[config.mk]
export PLATFORM = sky130hd
export DESIGN_NAME = fepc_sequencer
export DESIGN_NICKNAME = d
export VERILOG_FILES = /design/src/logic/fepc_sequencer.v
export VERILOG_INCLUDE_DIRS = /design/src /design/src/logic
export SDC_FILE = /design/constraint.sdc
export NUM_CORES = 1
export LEC_CHECK = 0
export BUFFER_PORTS_ARGS = -buffer_cell sky130_fd_sc_hd__buf_4
export CORE_MARGIN = 5
export CORE_UTILIZATION = 45
export DETAILED_ROUTE_END_ITERATION = 8
export PLACE_DENSITY = 0.66
export SYNTH_ARGS = -nofsm -noshare
export SYNTH_HDL_FRONTEND = slang
export SYNTH_SLANG_ARGS = --single-unit
[constraint.sdc]
create_clock -name core_clk -period 5.2 [get_ports core_clk]
set_clock_uncertainty 0.1 [all_clocks]
set_input_delay 0.26 -clock core_clk [delete_from_list [all_inputs] [get_ports core_clk]]
set_output_delay 0.26 -clock core_clk [all_outputs]
set_load 0.01 [all_outputs]
[src/logic/fepc_defs.vh]
// Constants for the flash erase and program command sequencer.
`ifndef FEPC_DEFS_VH
`define FEPC_DEFS_VH
`define FEPC_CMD_WRITE_ARM 8'h06
`define FEPC_CMD_QUAD_ENTER 8'h38
`define FEPC_CMD_QUAD_EXIT 8'hFF
`define FEPC_CMD_SMALL_WIPE 8'h20
`define FEPC_CMD_HALF_WIPE 8'h52
`define FEPC_CMD_BLOCK_WIPE 8'hD8
`define FEPC_CMD_ARRAY_WIPE_A 8'h60
`define FEPC_CMD_ARRAY_WIPE_B 8'hC7
`define FEPC_CMD_PAGE_WRITE 8'h02
`define FEPC_CMD_QUAD_PAGE_WRITE 8'h32
`define FEPC_CMD_READ_STATUS 8'h05
`define FEPC_OP_NONE 3'h0
`define FEPC_OP_SMALL 3'h1
`define FEPC_OP_HALF 3'h2
`define FEPC_OP_BLOCK 3'h3
`define FEPC_OP_ARRAY 3'h4
`define FEPC_OP_PAGE 3'h5
`define FEPC_QE_BIT 9
`define FEPC_SMALL_WIPE_TIME_US 45
`define FEPC_HALF_WIPE_TIME_US 150
`define FEPC_BLOCK_WIPE_TIME_US 250
`define FEPC_ARRAY_WIPE_TIME_US 2000
`define FEPC_PAGE_WRITE_TIME_US 600
`define FEPC_CLK_MHZ 125
`endif

[src/logic/fepc_sequencer.v]
// Erase and program command decoder and self-timed sequencer of a serial NOR flash.
`timescale 1ns/1ps
`include "fepc_defs.vh"

// Function
// - Command FFH in four-line mode returns the device to single-line command mode.
// - Leaving four-line mode keeps write latch, suspend status and wrap length.
// - Command 20H wipes the sector chosen by address bits A12 and up.
// - Erases execute only if chip select rises exactly on a byte boundary.
// - Valid sector wipe starts timed cycle, busy high, then busy and latch cleared.
// - A sector covered by block protect bits is never wiped.
// - Command 52H wipes the 32K block holding the given address.
// - Half-block wipe is timed; protected block unchanged but latch still cleared.
// - Command D8H wipes 64K block, timed, clears latch, skipped if protected.
// - Commands 60H and C7H wipe whole array only when nothing is protected.
// - Array wipe starts at chip select high, busy throughout, latch cleared after.
// - Page write address wraps inside the current page.
// - More than 256 data bytes keeps only the final 256.
// - Fewer than 256 bytes programs just those at their addresses.
// - Page write executes only if chip select rises after a whole data byte.
// - Page write is timed with busy high, clears latch, skipped if protected.
// - Single-line erase and program ignore the upper three shared lines.
// - Quad-allowed bit is status bit nine and gates four-line commands.
// - Command 38H enters four-line mode only while quad-allowed bit is one.
module fepc_sequencer #(
    parameter SMALL_WIPE_CYC = `FEPC_SMALL_WIPE_TIME_US * `FEPC_CLK_MHZ,
    parameter HALF_WIPE_CYC = `FEPC_HALF_WIPE_TIME_US * `FEPC_CLK_MHZ,
    parameter BLOCK_WIPE_CYC = `FEPC_BLOCK_WIPE_TIME_US * `FEPC_CLK_MHZ,
    parameter ARRAY_WIPE_CYC = `FEPC_ARRAY_WIPE_TIME_US * `FEPC_CLK_MHZ,
    parameter PAGE_WRITE_CYC = `FEPC_PAGE_WRITE_TIME_US * `FEPC_CLK_MHZ
)(
    // Clock, reset and enable.
    input wire core_clk,
    input wire nrst,
    input wire clk_en,
    // Serial link pins.
    input wire link_sck,
    input wire link_cs_n,
    input wire [3:0] shared_io_lines,
    // Configuration and status.
    input wire [15:0] status_word,
    input wire [2:0] block_protect_bits,
    input wire [21:0] wrap_and_suspend_in,
    output reg write_latch_flag,
    output reg busy_flag,
    output reg four_line_cmd_mode,
    output reg status_poll,
    // Array operation strobes.
    output reg wipe_go,
    output reg [2:0] wipe_kind,
    output reg [23:0] wipe_addr,
    output reg page_we,
    output reg [7:0] page_wr_col,
    output reg [7:0] page_wr_data,
    output reg page_commit,
    output reg [23:0] page_base
);

    // ----------------------------------------------------------------
    // Pin synchronisers
    // ----------------------------------------------------------------

    // Two stages on every pin; only the second stage is read by logic.
    reg [5:0] sync1_r;
    reg [5:0] sync2_r;
    reg sck_d_r;
    wire sck_s = sync2_r[0];
    wire cs_s = sync2_r[1];
    wire [3:0] io_s = sync2_r[5:2];
    wire sck_rise = sck_s & ~sck_d_r & ~cs_s;

    always @(posedge core_clk)
    begin
        if (!nrst)
        begin
            sync1_r <= 6'h02;
            sync2_r <= 6'h02;
            sck_d_r <= 1'b0;
        end
        else if (clk_en)
        begin
            sync1_r <= {shared_io_lines, link_cs_n, link_sck};
            sync2_r <= sync1_r;
            sck_d_r <= sck_s;
        end
    end

    // ----------------------------------------------------------------
    // Shift and decode
    // ----------------------------------------------------------------

    reg [1:0] phase_r;          // 0 command, 1 address, 2 data, 3 ignore.
    reg [7:0] cmd_r;
    reg [7:0] shift_r;
    reg [3:0] bitcnt_r;
    reg [1:0] addr_bytes_r;
    reg [23:0] addr_r;
    reg [7:0] col_r;
    reg data_seen_r;
    reg quad_data_r;
    reg cs_d_r;
    reg [2:0] op_r;
    reg [22:0] timer_r;

    wire qe_on = status_word[`FEPC_QE_BIT];
    wire wide = four_line_cmd_mode | (phase_r == 2'h2 & quad_data_r);
    // Single-line framing looks only at line zero; upper lines are ignored.
    wire [7:0] shift_nxt = wide ? {shift_r[3:0], io_s} : {shift_r[6:0], io_s[0]};
    wire [3:0] bit_step = wide ? 4'h4 : 4'h1;
    wire [3:0] bitcnt_nxt = bitcnt_r + bit_step;
    wire byte_done = sck_rise & (bitcnt_nxt == 4'h8);
    wire cs_rise = cs_s & ~cs_d_r;
    wire on_boundary = (bitcnt_r == 4'h0);
    wire nothing_protected = (block_protect_bits == 3'h0);
    // Simple protection: any nonzero protect code covers the top region selected by it.
    wire [2:0] region = addr_r[23:21];
    wire covered = ~nothing_protected & (region >= (3'h7 - block_protect_bits + 3'h1));
    wire is_wipe = (cmd_r == `FEPC_CMD_SMALL_WIPE) | (cmd_r == `FEPC_CMD_HALF_WIPE) |
                   (cmd_r == `FEPC_CMD_BLOCK_WIPE);
    wire is_array = (cmd_r == `FEPC_CMD_ARRAY_WIPE_A) | (cmd_r == `FEPC_CMD_ARRAY_WIPE_B);
    wire is_page = (cmd_r == `FEPC_CMD_PAGE_WRITE) | (cmd_r == `FEPC_CMD_QUAD_PAGE_WRITE);

    // The suspend and wrap inputs are owned outside; mode changes never touch them.
    wire unused_keep = |wrap_and_suspend_in;

    // Frame decoder: takes command byte, address bytes and page data.
    always @(posedge core_clk)
    begin
        if (!nrst)
        begin
            phase_r <= 2'h0;
            cmd_r <= 8'h00;
            shift_r <= 8'h00;
            bitcnt_r <= 4'h0;
            addr_bytes_r <= 2'h0;
            addr_r <= 24'h000000;
            col_r <= 8'h00;
            data_seen_r <= 1'b0;
            quad_data_r <= 1'b0;
            cs_d_r <= 1'b1;
            four_line_cmd_mode <= 1'b0;
            status_poll <= 1'b0;
            page_we <= 1'b0;
            page_wr_col <= 8'h00;
            page_wr_data <= 8'h00;
        end
        else if (clk_en)
        begin
            cs_d_r <= cs_s;
            page_we <= 1'b0;
            if (cs_s)
            begin
                phase_r <= 2'h0;
                bitcnt_r <= 4'h0;
                addr_bytes_r <= 2'h0;
                status_poll <= 1'b0;
                if (!cs_d_r)
                    data_seen_r <= data_seen_r;
                else
                    data_seen_r <= 1'b0;
            end
            else if (sck_rise)
            begin
                shift_r <= shift_nxt;
                bitcnt_r <= byte_done ? 4'h0 : bitcnt_nxt;
                if (byte_done)
                begin
                    case (phase_r)
                        2'h0:
                        begin
                            cmd_r <= shift_nxt;
                            data_seen_r <= 1'b0;
                            // Quad data only with the quad-allowed bit; else single-line.
                            quad_data_r <= (shift_nxt == `FEPC_CMD_QUAD_PAGE_WRITE) & qe_on;
                            // Status read stays decodable while a timed cycle runs.
                            status_poll <= (shift_nxt == `FEPC_CMD_READ_STATUS);
                            if (shift_nxt == `FEPC_CMD_QUAD_ENTER & qe_on & ~four_line_cmd_mode)
                                four_line_cmd_mode <= 1'b1;
                            if (shift_nxt == `FEPC_CMD_QUAD_EXIT & four_line_cmd_mode)
                                four_line_cmd_mode <= 1'b0;
                            if (shift_nxt == `FEPC_CMD_SMALL_WIPE | shift_nxt == `FEPC_CMD_HALF_WIPE |
                                shift_nxt == `FEPC_CMD_BLOCK_WIPE | shift_nxt == `FEPC_CMD_PAGE_WRITE |
                                shift_nxt == `FEPC_CMD_QUAD_PAGE_WRITE)
                                phase_r <= 2'h1;
                            else
                                phase_r <= 2'h3;
                        end
                        2'h1:
                        begin
                            addr_r <= {addr_r[15:0], shift_nxt};
                            addr_bytes_r <= addr_bytes_r + 2'h1;
                            if (addr_bytes_r == 2'h2)
                            begin
                                phase_r <= is_page ? 2'h2 : 2'h3;
                                col_r <= shift_nxt;
                            end
                        end
                        2'h2:
                        begin
                            // Column wraps in the page; later bytes overwrite earlier ones.
                            page_we <= ~busy_flag & write_latch_flag;
                            page_wr_col <= col_r;
                            page_wr_data <= shift_nxt;
                            col_r <= col_r + 8'h01;
                            data_seen_r <= 1'b1;
                        end
                        default:
                        begin
                            // A whole byte past the last address byte is an overrun that erases refuse.
                            phase_r <= 2'h3;
                            data_seen_r <= 1'b1;
                        end
                    endcase
                end
            end
        end
    end

    // ----------------------------------------------------------------
    // Self-timed cycle
    // ----------------------------------------------------------------

    // Start check at chip select rise, then count down the cycle.
    reg accept;
    reg [2:0] kind;
    reg [22:0] load;
    always @*
    begin
        accept = 1'b0;
        kind = `FEPC_OP_NONE;
        load = 23'h000000;
        if (is_wipe & phase_r == 2'h3 & addr_bytes_r == 2'h3 & on_boundary & ~data_seen_r)
        begin
            accept = 1'b1;
            if (cmd_r == `FEPC_CMD_SMALL_WIPE)
            begin
                kind = `FEPC_OP_SMALL;
                load = SMALL_WIPE_CYC[22:0];
            end
            else if (cmd_r == `FEPC_CMD_HALF_WIPE)
            begin
                kind = `FEPC_OP_HALF;
                load = HALF_WIPE_CYC[22:0];
            end
            else
            begin
                kind = `FEPC_OP_BLOCK;
                load = BLOCK_WIPE_CYC[22:0];
            end
        end
        else if (is_array & phase_r == 2'h3 & addr_bytes_r == 2'h0 & on_boundary & ~data_seen_r)
        begin
            accept = 1'b1;
            kind = `FEPC_OP_ARRAY;
            load = ARRAY_WIPE_CYC[22:0];
        end
        else if (is_page & phase_r == 2'h2 & data_seen_r & on_boundary)
        begin
            accept = 1'b1;
            kind = `FEPC_OP_PAGE;
            load = PAGE_WRITE_CYC[22:0];
        end
    end

    // The write latch is armed by write-arm; every accepted timed cycle clears it at the end.
    always @(posedge core_clk)
    begin
        if (!nrst)
        begin
            write_latch_flag <= 1'b0;
            busy_flag <= 1'b0;
            op_r <= `FEPC_OP_NONE;
            timer_r <= 23'h000000;
            wipe_go <= 1'b0;
            wipe_kind <= `FEPC_OP_NONE;
            wipe_addr <= 24'h000000;
            page_commit <= 1'b0;
            page_base <= 24'h000000;
        end
        else if (clk_en)
        begin
            wipe_go <= 1'b0;
            page_commit <= 1'b0;
            if (byte_done & phase_r == 2'h0 & shift_nxt == `FEPC_CMD_WRITE_ARM & ~busy_flag)
                write_latch_flag <= 1'b1;
            if (busy_flag)
            begin
                if (timer_r <= 23'h000001)
                begin
                    busy_flag <= 1'b0;
                    write_latch_flag <= 1'b0;
                    op_r <= `FEPC_OP_NONE;
                end
                else
                    timer_r <= timer_r - 23'h000001;
            end
            else if (cs_rise & accept & write_latch_flag)
            begin
                busy_flag <= 1'b1;
                op_r <= kind;
                timer_r <= load;
                wipe_kind <= kind;
                wipe_addr <= addr_r;
                page_base <= {addr_r[23:8], 8'h00};
                // Protected targets keep their data; the cycle still runs and clears the latch.
                if (kind == `FEPC_OP_PAGE)
                    page_commit <= ~covered;
                else if (kind == `FEPC_OP_ARRAY)
                    wipe_go <= nothing_protected;
                else
                    wipe_go <= ~covered;
            end
        end
    end

endmodule

==> results.cfg <==
[cts]
cts_resized = 0
cts_buffers = 17
clk_path_buf_depth = 2
post_cts_buffers = 0
cts_root_buf = clkbuf_16
numClockSinks = 144
clk_latency_ns = 0.42
h-tree-depth = 4
cts_hold_buffers = 6
cts_tree = yes
cts.clk_slew.worst_paths_ns = 0.06

[finish]
num-fill-cells = 1507
area_delta_synth_final_pct = 17.9
fin_cells = 1151
final_net_count = 986
diodes = 0
final_area_mm2 = 0.00840
drive_gt1_share_pct = 16.1

[synthesis]
synth_edf_count = 0
synth_top_cell_area_share_pct = 40.5
yosys.area.top_type = dfxtp_1
synth_compound_area_share_pct = 19.3
synth_top_family_by_area = simple AND/OR/NAND/NOR gates
async_flop_share_pct = 0
synthAdderAreaFrac_pct = 2.46
synthTopCellsByArea = dfxtp_1, nand2_1, a21oi_1, nor2_1, mux2i_1
synth-simple-area-share_pct = 25.1
synth-xor-area-share_pct = 1.48
synth-main-ff-cell = dfxtp_1
seq_area_frac_synth_pct = 40.5
yosys.cell_count.top_type = nand2_1
syn-cell-area_mm2 = 0.00712
synthMuxAreaShare_pct = 4.13
yosysWarnings = 0
synth_common_cells = nand2_1, dfxtp_1, a21oi_1
synth-seq-cells = 144
syn_avg_cell_area_um2 = 8.06
ys_types = 74
synth_cells = 883

[drt]
dr_total_vias = 6392
drt_drc_violations_left = 1
routedWlPerCell_um = 15.5
via_per_inst = 5.55
wl_um = 17800
drt_iter0_drc = 568
first_pass_iters = 7
drtAntennaViolNets = 0

[timing]
fmax_mhz = 254
rsz0062_at_grt = no
post-route-period-util_pct = 75.7
min_period_ns = 3.93
worst_slack_ns = 1.27
hold_viol_final = 0
final-setup-viol-count = 0
drv_slew = 0
setup_tns_ns = 0
timing.slew.headroom_pct = 29.1
worstMarginPinSlew_ns = 1.06

[flow_run]
maxCapViolCount = 0

[placement]
port_buffers = 78
place_congestion = 0.844
dp_hpwl_um = 11800
place_area_mm2 = 0.00768
placed_cells = 1113
place_ws_ns = 1.32

[worst_setup_path]
required_ns = 5.45
cp_max_fo = 35
crit_type = flop to flop
crit_path_start_kind = flop
cp.arrival_ns = 4.19
endpoint_kind = flop

[global_route]
grt_first_pass_wirelength_um = 29000
top_usage_layer = met2
grt_use_met3_pct = 4.38
grt_pass1_vias = 5809
antenna_found_initial = 0
grt_max_degree = 67
use_met1_pct = 25.5
grtUsageTotal_pct = 19.4
grt_overflow_total = 0
grt_util_met2_pct = 31.6

[floorplanning]
std_cell_rows = 46
die_h_um = 136
design.die.area_mm2 = 0.0184
fp.dieW_um = 136
core_area_mm2 = 0.0157
start_util_pct = 45.3
ios = 124

[worst_hold_path]
hold_class = primary input to flop

[outcome]
run_status = complete, but fails checks
violations = DRC

[power]
power_w = 0.00254
power_leakage_nw = 3.30
p_per_area_mw_per_mm2 = 303
vdd_drop_max_v = 0.000236
## routing by layer
| metal | wire (um) | vias to the layer above |
|---|---|---|
| li1 | - | 3182 |
| met1 | 8070 | 3000 |
| met2 | 8590 | 187 |
| met3 | 917 | 23 |
| met4 | 240 | 0 |
| met5 | 0 | - |
## final timing paths
kind / cells after the start / from / endpoint / slack [ns]
max: 12 / phase_r[0] / col_r[1] / 1.27
min: 2 / nrst / sync1_r[1] / 0.13
max reg2reg: 12 / phase_r[0] / col_r[1] / 1.27
min reg2reg: 2 / page_wr_data[0] / page_wr_data[0] / 0.35
## layout by cell type (no fill, tap or decap), drive strengths merged, types with 19 or more instances in the layout
cell      n
o21ai    20
inv      22
a21oi    87
nor2     86
buf      90
a211oi   32
clkbuf   19
mux2i    26
dfxtp   144
nand2   148
## metrics by stage
step / util [%] / hold slack (ns)
after floorplan: - / 0.288
after global placement: 48.9 / 0.344
after detailed placement: 48.9 / 0.344
after CTS: 53.4 / 0.115
after global routing: 53.4 / 0.131
final: 53.4 / 0.133
## cells by family (layout without fill, tap and decap cells)
| group | Yosys count | after routing |
|---|---|---|
| and+or+nand+nor | 369 | 369 |
| DFF | 144 | 144 |
| xor gates and xnor gates | 12 | 12 |
| adders and majority gates | 14 | 14 |
| muxes | 29 | 29 |
| other | 1 | 8 |
| buffers and inverters | 104 | 149 |
| AOI/OAI and AO/OA | 210 | 210 |
## state kept, by name (all words and copies together), names as in the netlist, 2 cells and up
signal and count:
sync1_r 6, bitcnt_r 4, page_wr_col 8, phase_r 2
cmd_r 8, wipe_addr 24, page_wr_data 8, shift_r 7
addr_r 24, wipe_kind 3, addr_bytes_r 2, sync2_r 6
timer_r 23, col_r 8
## power breakdown
part           internal [W]  switching (W)  leakage [nW]  total [W]
registers           0.00111     0.00000642          1.16    0.00112
logic             0.0000233      0.0000412          1.82  0.0000645
clock network      0.000878       0.000485         0.320    0.00136
## cell type report
type / count / area [um2] / area share [%]
tap: 216 / 270 / 3.22
timing repair buffer: 96 / 736 / 8.76
clock buffer: 19 / 453 / 5.39
sequential: 144 / 2880 / 34.3
inverter: 21 / 80.1 / 0.954
clock inverter: 13 / 206 / 2.46
multi-input combinational: 642 / 3770 / 44.9
## critical path, cell delays in order, from the launching register on
cell and delay (ns):
dfxtp_1 0.48, nor2b_1 0.12, a21oi_2 0.14, buf_4 0.27
inv_1 0.07, ha_1 0.30, xor2_1 0.18, nor4b_2 0.62
and4b_1 0.29, buf_4 0.33, o22ai_1 0.42, a211o_1 0.38
a21oi_1 0.13
Power figures use the tool's default switching activity.
